==> config.mk <==
export PLATFORM = sky130hd
export DESIGN_NAME = dpm_host
export DESIGN_NICKNAME = d
export VERILOG_FILES = /design/src/rtl/dpm_host.v
export VERILOG_INCLUDE_DIRS = /design/src /design/src/rtl
export SDC_FILE = /design/constraint.sdc
export NUM_CORES = 1
export LEC_CHECK = 0
export BUFFER_PORTS_ARGS = -buffer_cell sky130_fd_sc_hd__buf_2
export CAP_MARGIN = 20
export CORE_MARGIN = 5
export CORE_UTILIZATION = 25
export DETAILED_ROUTE_END_ITERATION = 8
export GPL_TIMING_DRIVEN = 1
export SLEW_MARGIN = 20
export SYNTH_ARGS = -nofsm -noshare
export SYNTH_HDL_FRONTEND = slang
export SYNTH_SLANG_ARGS = --single-unit
==> constraint.sdc <==
create_clock -name clk -period 2.65 [get_ports clk]
set_clock_uncertainty 0.05 [all_clocks]
set_input_delay 0.1325 -clock clk [delete_from_list [all_inputs] [get_ports clk]]
set_output_delay 0.1325 -clock clk [all_outputs]
set_load 0.05 [all_outputs]
==> src/rtl/dpm_consts.vh <==
// Notes on behaviour
// - address then data on shared lines
// - address stable before select, held after
// - host releases address before device drives
// - select deasserted for recovery between accesses
// - accesses spaced by cycle time
// - data follows address; write ends rising strobe
`ifndef DPM_CONSTS_VH
`define DPM_CONSTS_VH
`define DPM_CLK_PERIOD_NS 8
`define DPM_ADDR_W 9
`define DPM_DATA_W 9
`define DPM_ADDR_SETUP_NS 0
`define DPM_ADDR_HOLD_NS 20
`define DPM_SELECT_ACCESS_NS 120
`define DPM_DRIVE_ENABLE_ACCESS_NS 55
`define DPM_DRIVE_ENABLE_FLOAT_NS 15
`define DPM_DRIVE_HIZ_NS 40
`define DPM_SELECT_HIZ_NS 90
`define DPM_SELECT_RECOVERY_NS 30
`define DPM_CYCLE_NS 150
`define DPM_SELECT_TO_END_WRITE_NS 120
`define DPM_WRITE_TO_END_WRITE_NS 80
`define DPM_DATA_SETUP_NS 40
`define DPM_DATA_HOLD_NS 10
`define DPM_CYC(ns) ((((ns) + `DPM_CLK_PERIOD_NS - 1) / `DPM_CLK_PERIOD_NS) < 1 ? 1 : \
   (((ns) + `DPM_CLK_PERIOD_NS - 1) / `DPM_CLK_PERIOD_NS))
`endif

==> src/rtl/dpm_host.v <==
`include "dpm_consts.vh"
`timescale 1ns/1ps
`default_nettype none
module dpm_host #(
   parameter ADDR_W = `DPM_ADDR_W,
   parameter DATA_W = `DPM_DATA_W
) (
   input wire clk,
   input wire reset,
   input wire req_valid,
   input wire req_write,
   input wire req_rmw,
   input wire [ADDR_W-1:0] req_addr,
   input wire [DATA_W-1:0] req_wdata,
   output reg req_ready,
   output reg rsp_valid,
   output reg [DATA_W-1:0] rsp_rdata,
   output reg select_n,
   output reg drive_enable_n,
   output reg write_n,
   output reg [DATA_W-1:0] ad_out,
   output reg ad_oe,
   input wire [DATA_W-1:0] ad_in
);
   // whole clock cycles covering a delay, never zero
   function [7:0] cyc8;
      input integer ns;
      integer c;
      begin
         c = (ns + `DPM_CLK_PERIOD_NS - 1) / `DPM_CLK_PERIOD_NS;
         if (c < 1) c = 1;
         cyc8 = c[7:0];
      end
   endfunction

   function [7:0] max8;
      input [7:0] a;
      input [7:0] b;
      begin
         max8 = (a > b) ? a : b;
      end
   endfunction

   // saturates at zero so a stalled phase cannot wrap around
   function [7:0] dec8;
      input [7:0] c;
      begin
         dec8 = (c != 8'h00) ? c - 8'h01 : 8'h00;
      end
   endfunction

   // last cycle of a timed phase
   function last1;
      input [7:0] c;
      begin
         last1 = (c == 8'h01);
      end
   endfunction

   localparam [7:0] T_AH = cyc8(`DPM_ADDR_HOLD_NS);
   localparam [7:0] T_RD = cyc8(`DPM_SELECT_ACCESS_NS);
   localparam [7:0] T_OEA = cyc8(`DPM_DRIVE_ENABLE_ACCESS_NS);
   localparam [7:0] T_HIZ = cyc8(`DPM_SELECT_HIZ_NS);
   localparam [7:0] T_REC = cyc8(`DPM_SELECT_RECOVERY_NS);
   localparam [7:0] T_CYC = cyc8(`DPM_CYCLE_NS);
   localparam [7:0] T_WEW = cyc8(`DPM_WRITE_TO_END_WRITE_NS + `DPM_DATA_SETUP_NS);
   localparam [7:0] T_CEW = cyc8(`DPM_SELECT_TO_END_WRITE_NS);
   localparam [7:0] T_DH = cyc8(`DPM_DATA_HOLD_NS);
   localparam [7:0] T_WZ = cyc8(`DPM_DRIVE_HIZ_NS);
   // read samples at the select access delay or one cycle past the drive-enable access delay, whichever is later
   localparam [7:0] T_RD_LEN = max8(T_RD, T_OEA + 8'h01);
   localparam [7:0] T_WR_LEN = max8(T_WEW, T_CEW);

   localparam [6:0] S_IDLE = 7'h01;
   localparam [6:0] S_ADDR = 7'h02;
   localparam [6:0] S_HOLD = 7'h04;
   localparam [6:0] S_READ = 7'h08;
   localparam [6:0] S_WZ = 7'h10;
   localparam [6:0] S_WRITE = 7'h20;
   localparam [6:0] S_END = 7'h40;

   reg [6:0] state_q;
   reg [7:0] cnt_q;
   reg [7:0] sel_cnt_q;
   reg [7:0] gap_q;
   reg wr_q;
   reg rmw_q;
   reg [DATA_W-1:0] wdata_q;

   always @(posedge clk) begin
      if (reset) begin
         state_q <= S_IDLE;
         cnt_q <= 8'h00;
         sel_cnt_q <= 8'h00;
         gap_q <= 8'h00;
         wr_q <= 1'b0;
         rmw_q <= 1'b0;
         wdata_q <= {DATA_W{1'b0}};
         req_ready <= 1'b0;
         rsp_valid <= 1'b0;
         rsp_rdata <= {DATA_W{1'b0}};
         select_n <= 1'b1;
         drive_enable_n <= 1'b1;
         write_n <= 1'b1;
         ad_out <= {DATA_W{1'b0}};
         ad_oe <= 1'b0;
      end else begin
         rsp_valid <= 1'b0;
         req_ready <= 1'b0;
         if (gap_q != 8'h00) gap_q <= gap_q - 8'h01;
         if (!select_n) sel_cnt_q <= sel_cnt_q + 8'h01;
         case (state_q)
            S_IDLE: begin
               if (gap_q <= 8'h01 && !req_ready) req_ready <= 1'b1;
               if (req_ready && req_valid) begin
                  req_ready <= 1'b0;
                  wr_q <= req_write;
                  rmw_q <= req_rmw & ~req_write;
                  wdata_q <= req_wdata;
                  ad_out <= req_addr[DATA_W-1:0];
                  ad_oe <= 1'b1;
                  state_q <= S_ADDR;
               end
            end
            S_ADDR: begin
               select_n <= 1'b0;
               sel_cnt_q <= 8'h00;
               gap_q <= T_CYC;
               cnt_q <= T_AH;
               state_q <= S_HOLD;
            end
            S_HOLD: begin
               cnt_q <= dec8(cnt_q);
               if (last1(cnt_q)) begin
                  if (wr_q) begin
                     ad_out <= wdata_q;
                     write_n <= 1'b0;
                     cnt_q <= T_WR_LEN;
                     state_q <= S_WRITE;
                  end else begin
                     // address drivers off in the same edge as the device is enabled
                     ad_oe <= 1'b0;
                     drive_enable_n <= 1'b0;
                     cnt_q <= T_RD_LEN;
                     state_q <= S_READ;
                  end
               end
            end
            S_READ: begin
               cnt_q <= dec8(cnt_q);
               if (last1(cnt_q)) begin
                  rsp_rdata <= ad_in;
                  rsp_valid <= 1'b1;
                  if (rmw_q) begin
                     write_n <= 1'b0;
                     drive_enable_n <= 1'b1;
                     cnt_q <= T_WZ;
                     state_q <= S_WZ;
                  end else begin
                     drive_enable_n <= 1'b1;
                     select_n <= 1'b1;
                     cnt_q <= T_HIZ;
                     state_q <= S_END;
                  end
               end
            end
            S_WZ: begin
               // device drivers still turning off; keep our drivers off
               cnt_q <= dec8(cnt_q);
               if (last1(cnt_q)) begin
                  ad_out <= wdata_q;
                  ad_oe <= 1'b1;
                  cnt_q <= T_WEW;
                  state_q <= S_WRITE;
               end
            end
            S_WRITE: begin
               cnt_q <= dec8(cnt_q);
               if (last1(cnt_q)) begin
                  write_n <= 1'b1;
                  select_n <= 1'b1;
                  cnt_q <= T_DH;
                  state_q <= S_END;
               end
            end
            S_END: begin
               // data held past the write end, then lines released
               cnt_q <= dec8(cnt_q);
               if (last1(cnt_q)) ad_oe <= 1'b0;
               if (cnt_q <= 8'h01 && gap_q <= T_REC) begin
                  ad_oe <= 1'b0;
                  if (gap_q < T_REC) gap_q <= T_REC;
                  state_q <= S_IDLE;
               end
            end
            default: state_q <= S_IDLE;
         endcase
      end
   end
endmodule // dpm_host
`default_nettype wire

# After elaboration in Yosys (flattened, before gate mapping)
# Index checks and enable logic that the tools add are counted.
[word_totals] word_cells=108 inputBits=32 regBits=58 output_inout_bits=24
[classes] bitwise_logic=4 addsub=2 n_mux=42 n_lt_le_gt_ge=4 n_eq_ne=19 reduce_logical=23
[ops] cell="two-way mux 8 bit" n=7
[ops] cell="two-way mux 7 bit" n=7
[ops] cell="case mux 7 bit (7 select lines)" n=1
[ops] cell="case mux 8 bit (5 select lines)" n=1
[ops] cell="two-way mux 9 bit" n=4
[ops] cell="case mux 9 bit (3 select lines)" n=1
[ops] cell="inequality test 2 bit, second input constant" n=10
[ops] cell="AND reduction 6 bit" n=3
[ops] cell="<= comparator 8 x 1 -> 1 bit, second input constant" n=2
[ops] cell="case mux 8 bit (2 select lines)" n=1
[ops] cell="nonzero test 8 bit" n=2
[ops] cell="subtractor 8 x 1 -> 8 bit, second input constant" n=2
[ops] cell="two-way mux 1 bit" n=14
[ops] cell="nonzero test 3 bit" n=3
[ops] cell="== test 8 x 1 -> 1 bit, second input constant" n=1
[ops] cell="<= comparator 8 x 3 -> 1 bit, second input constant" n=1
[ops] cell="less-than comparator 8 x 3 -> 1 bit, second input constant" n=1
[ops] cell="AND reduction 4 bit" n=2
[ops] cell="== test 7 x 1 -> 1 bit, second input constant" n=1
[ops] cell="== test 7 x 2 -> 1 bit, second input constant" n=1
[ops] cell="== test 7 x 3 -> 1 bit, second input constant" n=1
[ops] cell="== test 7 x 4 -> 1 bit, second input constant" n=1
[ops] cell="== test 7 x 5 -> 1 bit, second input constant" n=1
[ops] cell="== test 7 x 6 -> 1 bit, second input constant" n=1
[ops] cell="18 further kinds" n=25

# Logic depth before layout (Yosys ltp)
# Gate-level depths: netlist of the first run.
[logic_depth] word_depth=5 depth_mapped=8 ltp_nobuf=8

# Worst setup path after synthesis of the first run
# OpenSTA, ideal clock, no wires.
[synth_timing] path_type="register -> register" startpoint="register state_q[0]" endpoint="register ad_oe" stages_incl_launch_ff=5 required_ns=2.477 synth_period_minus_slack_ns=2.189 n_path_buf=0 slack_ns=0.461 t_arrival_ns=2.016 setup_ns=0.123 path_cell_list="dfxtp_1 or4_4 or4b_4 a221oi_2 mux2_1"
[synth_via] elab_chain_cells=3 word_cells_on_any_way=12
[synth_lines] item="start: declaration" line_no="dpm_host.v:82" text="reg [6:0] state_q;"
[synth_lines] item="start signal: assignment" line_no="dpm_host.v:92" text="state_q <= S_IDLE;"
[synth_lines] item="start signal: assignment" line_no="dpm_host.v:122" text="state_q <= S_ADDR;"
[synth_lines] item="start signal: assignment" line_no="dpm_host.v:130" text="state_q <= S_HOLD;"
[synth_lines] item="== test 7 bit (tied with other cells)" line_no="dpm_host.v:112" text="case (state_q)"
[synth_lines] item="inequality test 3 bit (no source line) (tied with other cells)"
[synth_lines] item="AND reduction 6 bit (no source line)"
[synth_lines] item="end signal: assignment" line_no="dpm_host.v:106" text="ad_oe <= 1'b0;"
[synth_lines] item="end signal: assignment" line_no="dpm_host.v:121" text="ad_oe <= 1'b1;"
[synth_lines] item="end signal: assignment" line_no="dpm_host.v:142" text="ad_oe <= 1'b0;"
[synth_lines] item="end: declaration" line_no="dpm_host.v:22" text="output reg ad_oe,"
# Several ways; a longest one is shown, not always the timed one.
# A chain may end at the register's enable or synchronous reset.

# Final worst setup path of the first run
[layout_timing] startpoint="register state_q[3]" endpoint="register ad_oe"
# The elaborated chain is that of the path after synthesis.

==> flow_summary.toml, run 1 <==
[final_layout]
diodes = 0
nFillCells = 1203
layout_common_cells = "58 x dfxtp_1, 55 x buf_2, 47 x nand2_1, 46 x nor2_1, 22 x a21oi_1"
nets = 456
layout_commonest_cell = "dfxtp_1"
syn2layout_area_growth_pct = 28.9
drive_above_1_share = 0.242

[timing]
hold_violations = 0
rsz0062_at_grt = "no"
drv_slew = 0
setup_viol = 0
worst_pin_slew_ps = 803
clock.fmax_ghz = 0.417
period_share = 0.905
slew_headroom = 0.451
setup_slack_ps = 252
min_period_ps = 2400
setup_tns_ps = 0
hold-worst-slack_ps = 3.78

[setup_path]
cp-end-kind = "register"
arrival_ps = 2550
reg2reg_to = "ad_oe$_SDFFE_PP0P_"
path_max_fanout = 12
worst-setup-path-type = "register to register"
worstReg2RegStart = "state_q[3]$_SDFFE_PP0P_"
startpoint_type = "register"
worstPathRequired_ps = 2800
r2r_cells = 6
r2r_setup_slack_ps = 250

[clocking]
clock_latency_ps = 320
cts_sinks = 58
cts_tree = "built"
cts_root_buf = "clkbuf_16"
cts_made_buffers = 9
cts_buffer_depth = 2
cts_max_level = 3
cts_resized = 0
clkTransAtPathRegs_ps = 50

[yosys]
yosysWarnings = 0
synth_area_per_cell_um2 = 8.47
ys.flop_type = "dfxtp_1"
synthCells = 347
ys_seq_elements = 58
synth_nets = 385
synth_edf_count = 0
synth-async-reset-ratio = 0
synth_area_um2 = 2940
synthDistinctLibCells = 59
seq_area_frac_synth = 0.395

[placement]
io_buffers = 55
dpl_worst_slack_ps = 293
gp_congestion = 0.915
dp_hpwl_mm = 5.92

[floorplan]
ioPinCount = 56
dieWidth_um = 118
start_util = 0.256
die_y_um = 118
die-area_um2 = 14000
core_um2 = 11500
fp-row-count = 39

[detailed_routing]
antenna_left = 0
drtIter0Drc = 180
first_pass_iters = 5
wirelength_mm = 8.02
vias_per_cell = 5.05
wl_per_cell_um = 14.2
route.detailed.drc = 0
vias = 2854

[power]
p_int_mw = 2.15
leakagePower_nw = 1.65
power_density_nw_per_um2 = 875
p_sw_mw = 1.16
irDropWorstVdd_mv = 0.396
power_frac_seq = 0.340
switching_share = 0.350
p_clk_frac = 0.340
pwr-share-comb = 0.320

[grt]
grt_pass1_wl_mm = 13.4
grt.overflow.total = 0
grt_pass1_vias = 2757
antenna_found_initial = 0
grtUsageTotal = 0.113
grt_max_degree = 30

[run_status]
outcome = "finished clean"

[hold_path]
min_path_cells = 3
hold_path.class = "input pin to register"
min_to = "wdata_q[2]$_SDFFE_PP0P_"
hold_start = "req_wdata[2]"

[run]
maxCapViolations = 0
==> stage by stage <==
step / instances / utilization / total power [mW] / instance area [µm²]
after floorplan: 347 / - / 1.93 / 2940
after global placement: 544 / 0.299 / 2.17 / 3430
after CTS: 565 / 0.330 / 3.34 / 3790
after detailed placement: 544 / 0.299 / 2.18 / 3430
final: 565 / 0.330 / 3.31 / 3790
after global routing: 565 / 0.330 / 3.51 / 3790
==> power by group through the flow <==
stage	Clock (mW)	Sequential, mW	Combinational [mW]
6_report	1.13	1.12	1.06
5_1_grt	1.19	1.14	1.17
4_1_cts	1.16	1.12	1.06
3_5_place_dp	0	1.14	1.04
3_3_place_gp	0	1.13	1.04
2_1_floorplan	0	1.26	0.668
==> worst max-delay path by stage <==
stage | start | end | slack [ps]
final | state_q[3]$_SDFFE_PP0P_ | ad_oe$_SDFFE_PP0P_ | 250
after global routing | cnt_q[0]$_SDFFE_PP0P_ | ad_oe$_SDFFE_PP0P_ | 50
after CTS | state_q[0]$_SDFFE_PP1P_ | ad_out[2]$_SDFFE_PP0P_ | 270
after detailed placement | cnt_q[0]$_SDFFE_PP0P_ | ad_oe$_SDFFE_PP0P_ | 290
after global placement | cnt_q[0]$_SDFFE_PP0P_ | ad_oe$_SDFFE_PP0P_ | 270
after floorplan | state_q[0]$_SDFFE_PP1P_ | ad_oe$_SDFFE_PP0P_ | 460
==> worst max-delay path, stage by stage, from the launching register on <==
cell	delay, ps
dfxtp_1	440
or4_1	660
nor3_1	520
nand2_1	120
nand2_1	110
a221oi_2	80
mux2_1	310
==> cells by family (layout without fill, tap and decap cells) <==
group / count (synthesis) / in the layout / share of synthesized area
adders and majority gates: 6 / 6 / 0.0256
and+or+nand+nor: 145 / 145 / 0.244
AOI/OAI and AO/OA: 81 / 81 / 0.190
DFF: 58 / 58 / 0.395
xor gates and xnor gates: 12 / 12 / 0.0358
buffers and inverters: 24 / 99 / 0.0375
muxes: 21 / 21 / 0.0720
==> state kept, by name, indices dropped and copies added, names as in the netlist, 7 cells and up <==
| name | cells |
|---|---|
| gap_q | 8 |
| wdata_q | 9 |
| state_q | 7 |
| rsp_rdata | 9 |
| ad_out | 9 |
| cnt_q | 8 |
==> layer usage <==
layer | GRT usage | routed length, µm
met5 | 0 | 0
met3 | 0.0372 | 632
met1 | 0.146 | 3680
met2 | 0.180 | 3640
met4 | 0.0305 | 61
==> Yosys cell counts (all sizes together), types with 3 or more instances <==
cell type   n  area share
nand2      47       0.060
xnor2       6       0.018
nor4        4       0.015
o211ai      5       0.014
clkbuf     12       0.015
and3        3      0.0064
nor2       47       0.061
inv         6      0.0077
nor4b       3       0.013
xor2        6       0.018
o21ai      15       0.026
ha          6       0.026
mux2i      20       0.068
nand3       8       0.014
a211oi     10       0.027
or2         4      0.0085
buf         6       0.014
nor3       15       0.027
or4         3       0.010
dfxtp      58        0.40
a31oi       8       0.017
a21oi      22       0.037
==> what timing repair did <==
item	in CTS	in global routing
hold buffers	6	0
hold endpoints to repair	6	0
buffers inserted	0	0
==> layout make-up <==
| cell class | count | area [µm²] | share of cell area |
|---|---|---|---|
| Tap cell | 143 | 179 | 0.0472 |
| Clock inverter | 4 | 52.6 | 0.0139 |
| Timing Repair Buffer | 78 | 463 | 0.122 |
| Sequential cell | 58 | 1160 | 0.307 |
| Multi-Input combinational cell | 265 | 1670 | 0.440 |
| Clock buffer | 11 | 243 | 0.0641 |
| Inverter | 6 | 22.5 | 0.00595 |
(Power assumes the default switching activity.)
==> run 2: changes to the inputs <==
--- a/config.mk
+++ b/config.mk
@@ -6,12 +6,14 @@
 export SDC_FILE = /design/constraint.sdc
 export NUM_CORES = 1
 export LEC_CHECK = 0
-export BUFFER_PORTS_ARGS = -buffer_cell sky130_fd_sc_hd__buf_2
 export CAP_MARGIN = 20
 export CORE_MARGIN = 5
 export CORE_UTILIZATION = 25
 export DETAILED_ROUTE_END_ITERATION = 8
+export DONT_BUFFER_PORTS = 1
 export GPL_TIMING_DRIVEN = 1
+export PLACE_DENSITY_LB_ADDON = 0.25
+export REMOVE_ABC_BUFFERS = 1
 export SLEW_MARGIN = 20
 export SYNTH_ARGS = -nofsm -noshare
 export SYNTH_HDL_FRONTEND = slang
==> run 2 against run 1 <==
Against the previous run:
- hold slack improved by 5.9 ps
- non-clock buffer count is 34 lower
- largest cell class unchanged
- worst setup slack improved by 41 ps
- flip-flop and latch count unchanged
- utilization shrank 0.098 points
- highest routed layer unchanged
- design area fell by 0.30%
==> flow_summary.toml, run 2 (synthesis results as in run 1) <==
[setup_path]
worstPathRequired_ps = 2820
max_stage_delay_ps = 500
startpoint_type = "register"
crit_buf_inv = 1
worstPathCellList = "or2_1 -> or4_4 -> o31ai_4 -> buf_12 -> nor2_1 -> a211oi_1"
critPathTopFamily = "simple AND/OR/NAND/NOR gates"
r2r_cells = 6
worst-setup-path-type = "register to register"
path_depth = 6
arrival_ps = 2520
path_max_fanout = 14
cp-end-kind = "register"
worst_path_max_delay_cell = "or4_4"

[hold_path]
hold_path.class = "input pin to register"
min_path_cells = 2

[placement]
io_buffers = 0
dpl_worst_slack_ps = 342
gp_congestion = 0.902
dp_hpwl_mm = 6.04

[final_layout]
drive_above_1_share = 0.141
reg.largest.list = "ad_out x9, rsp_rdata x9, wdata_q x9"
syn2layout_area_growth_pct = 28.5
layout_commonest_cell = "dfxtp_1"
diodes = 0
nFillCells = 1151
layout_common_cells = "58 x dfxtp_1, 47 x nand2_1, 46 x nor2_1, 22 x a21oi_1"
nets = 422
multi_input_area_um2 = 1670
seqCellArea_um2 = 1160

[grt]
antenna_found_initial = 0
grt_max_degree = 48
grtUsageTotal = 0.121
grt.overflow.total = 0
grt_pass1_vias = 2564
grt_pass1_wl_mm = 13.9

[timing]
clock.fmax_ghz = 0.424
setup_slack_ps = 293
setup_viol = 0
drv_slew = 0
min_period_ps = 2360
hold_violations = 0
slew_headroom = 0.622
worst_pin_slew_ps = 566
rsz0062_at_grt = "no"
period_share = 0.890
setup_tns_ps = 0

[floorplan]
die-area_um2 = 14000
dieWidth_um = 118
die_y_um = 118
core_um2 = 11500
start_util = 0.256
ioPinCount = 56
fp-row-count = 39

[run_status]
outcome = "finished clean"

[clocking]
cts_sinks = 58
cts_tree = "built"
cts_made_buffers = 9
cts_resized = 0
cts_max_level = 3
cts_buffer_depth = 2
clkTransAtPathRegs_ps = 50
cts_root_buf = "clkbuf_16"
clock_latency_ps = 320

[detailed_routing]
drtIter0Drc = 239
vias = 2667
met1_length_mm = 3.90
first_pass_iters = 4
antenna_left = 0
routed-wl-met2_mm = 3.81
vias_per_cell = 5.01
routed-wl-met3_um = 664
highest_layer = "met4"
wl_per_cell_um = 15.9
wirelength_mm = 8.45
route.detailed.drc = 0

[power]
irDropWorstVdd_mv = 0.404
power_density_nw_per_um2 = 919
leakagePower_nw = 1.53

[run]
maxCapViolations = 0
## run 2: stage by stage
stage                     instances  hold slack (ps)  cell area (µm²)  utilization  power [mW]
after floorplan                 329              147             2850            -        1.90
after global placement          494              156             3210        0.280        2.13
after detailed placement        494              159             3210        0.280        2.14
after CTS                       532            0.214             3780        0.329        3.51
after global routing            532             9.35             3780        0.329        3.69
final                           532             9.66             3780        0.329        3.47
## run 2: area by class of cell
cell class,count,area share
multi-input cells,265,0.441
flip-flops and latches,58,0.307
repair buffers,44,0.108
clock buffers,12,0.0706
well taps,143,0.0474
clock inverters,4,0.0192
inverters,6,0.00596
## run 2: path summary, 6_finish.rpt
check / startpoint / to / slack [ps]
worst max-delay path: state_q[5]$_SDFFE_PP0P_ / ad_out[4]$_SDFFE_PP0P_ / 290
worst min-delay path: req_addr[1] / ad_out[1]$_SDFFE_PP0P_ / 10
worst max register to register: state_q[5]$_SDFFE_PP0P_ / ad_out[4]$_SDFFE_PP0P_ / 290
worst min register to register: cnt_q[7]$_SDFFE_PP0P_ / cnt_q[7]$_SDFFE_PP0P_ / 430
## run 2: layer usage
layer,GRT usage,up-vias
met5,0,-
met3,0.0454,4
met1,0.168,1249
met4,0.0283,0
li1,-,1324
met2,0.180,90
## run 2: report_power, final
| group | internal, mW | total (mW) | switching [mW] |
|---|---|---|---|
| registers | 1.00 | 1.26 | 0.257 |
| clock network | 0.898 | 1.30 | 0.404 |
| logic | 0.398 | 0.909 | 0.511 |
## run 2: what timing repair did
item	in CTS	in global routing
endpoints found under the hold margin	49	0
hold buffers	22	0
setup buffers	0	0
## run 2: worst register-to-register path, stage by stage (launching register included)
cell and delay, ps:
dfxtp_1 460, or2_1 320, or4_4 500, o31ai_4 420, buf_12 190, nor2_1 40, a211oi_1 270
==> run 3: changes to the inputs <==
--- a/config.mk
+++ b/config.mk
@@ -13,7 +13,6 @@
 export DONT_BUFFER_PORTS = 1
 export GPL_TIMING_DRIVEN = 1
 export PLACE_DENSITY_LB_ADDON = 0.25
-export REMOVE_ABC_BUFFERS = 1
 export SLEW_MARGIN = 20
 export SYNTH_ARGS = -nofsm -noshare
 export SYNTH_HDL_FRONTEND = slang
==> run 3 against run 2 <==
Against the previous run:
- maximum frequency decreased by 0.47%
- sequential power about the same
- hold slack improved by 4.4 ps
- power decreased by 5.0%
- critical path depth unchanged
- final cell count decreased by 0.75%
- first-iteration DRC count decreased by 45%
- combinational power decreased by 4.5%
- global-route usage decreased by 0.20 points
- clock power decreased by 10%
==> flow_summary.toml, run 3 (synthesis results as in run 1) <==
[run_status]
outcome = "finished clean"

[setup_path]
worst-setup-path-type = "register to register"
path_depth = 6
startpoint_type = "register"
worstPathCellList = "or4b_1 -> or3_1 -> nor2_1 -> nor3_1 -> and2_1 -> a211o_1"
path_max_fanout = 12
r2r_cells = 6
worstPathRequired_ps = 2820
critPathTopFamily = "simple AND/OR/NAND/NOR gates"
worst_path_max_delay_cell = "dfxtp_1"
crit_buf_inv = 0
max_stage_delay_ps = 590
arrival_ps = 2530
cp-end-kind = "register"

[detailed_routing]
drtIter0Drc = 132
antenna_left = 0
wirelength_mm = 8.21
wl_per_cell_um = 15.6
vias_per_cell = 4.92
vias = 2600
route.detailed.drc = 0
first_pass_iters = 5

[power]
irDropWorstVdd_mv = 0.492
power_density_nw_per_um2 = 889
leakagePower_nw = 1.49

[floorplan]
core_um2 = 11500
ioPinCount = 56
die_y_um = 118
fp-row-count = 39
start_util = 0.256
dieWidth_um = 118
die-area_um2 = 14000

[final_layout]
nets = 418
layout_common_cells = "58 x dfxtp_1, 47 x nand2_1, 46 x nor2_1, 25 x dlygate4sd3_1, 22 x a21oi_1"
multi_input_area_um2 = 1670
seqCellArea_um2 = 1160
fin_area_um2 = 3710
layout_commonest_cell = "dfxtp_1"
syn2layout_area_growth_pct = 26.3
diodes = 0
drive_above_1_share = 0.122
reg.largest.list = "ad_out x9, rsp_rdata x9, wdata_q x9"
nFillCells = 1175

[timing]
setup_slack_ps = 281
worst_pin_slew_ps = 604
setup_viol = 0
rsz0062_at_grt = "no"
min_period_ps = 2370
period_share = 0.894
drv_slew = 0
slew_headroom = 0.587
clock.fmax_ghz = 0.422
setup_tns_ps = 0
hold-worst-slack_ps = 14.1
hold_violations = 0

[placement]
placed_area_um2 = 3130
dpl_worst_slack_ps = 301
dp_hpwl_mm = 5.76
gp_congestion = 0.898
io_buffers = 0

[grt]
grt_max_degree = 49
grt_pass1_wl_mm = 13.5
grt_pass1_vias = 2473
antenna_found_initial = 0
grtUsageTotal = 0.119
grt.overflow.total = 0

[clocking]
cts_buffer_depth = 2
cts_sinks = 58
cts_made_buffers = 9
clock_latency_ps = 320
cts_max_level = 3
cts_root_buf = "clkbuf_16"
clkTransAtPathRegs_ps = 50
cts_tree = "built"
cts_resized = 0

[hold_path]
min_path_cells = 2
hold_path.class = "input pin to register"

[run]
maxCapViolations = 0
[run 3: layer usage]
layer	global-route usage	wire, µm	vias up
li1	-	-	1321
met1	0.152	3740	1196
met2	0.185	3770	72
met3	0.0420	528	11
met4	0.0461	169	0
met5	0	0	-
[run 3: area by class of cell]
| class | count | area share |
|---|---|---|
| clock inverter | 5 | 0.0142 |
| sequential | 58 | 0.313 |
| clock buffer | 11 | 0.0681 |
| inverter | 6 | 0.00607 |
| multi-input combinational | 265 | 0.449 |
| timing repair buffer | 40 | 0.101 |
| tap | 143 | 0.0482 |
[run 3: final timing paths]
check	slack [ps]	startpoint	to
worst max-delay path	280	state_q[3]$_SDFFE_PP0P_	write_n$_SDFFE_PP1P_
worst min-delay path	10	req_addr[1]	ad_out[1]$_SDFFE_PP0P_
worst max register to register	280	state_q[3]$_SDFFE_PP0P_	write_n$_SDFFE_PP1P_
worst min register to register	440	wdata_q[6]$_SDFFE_PP0P_	wdata_q[6]$_SDFFE_PP0P_
[run 3: through the flow]
step,std cells,utilization,power [mW]
after global placement,486,0.273,2.09
after global routing,528,0.324,3.52
after detailed placement,486,0.273,2.10
final,528,0.324,3.30
after floorplan,347,-,1.93
after CTS,528,0.324,3.34
[run 3: worst reg2reg max path, cell delays in order (launching register included)]
cell	delay (ps)
dfxtp_1	590
or4b_1	550
or3_1	420
nor2_1	170
nor3_1	70
and2_1	160
a211o_1	250
[run 3: repair_timing]
| item | CTS | global route |
|---|---|---|
| hold endpoints to repair | 50 | 0 |
| hold buffers | 26 | 0 |
| buffers inserted | 0 | 0 |
[run 3: where the power goes]
group	leakage [nW]	internal (mW)	total [mW]	switching, mW
clock	0.151	0.773	1.17	0.401
sequential	0.470	1.00	1.26	0.253
combinational	0.871	0.374	0.868	0.494
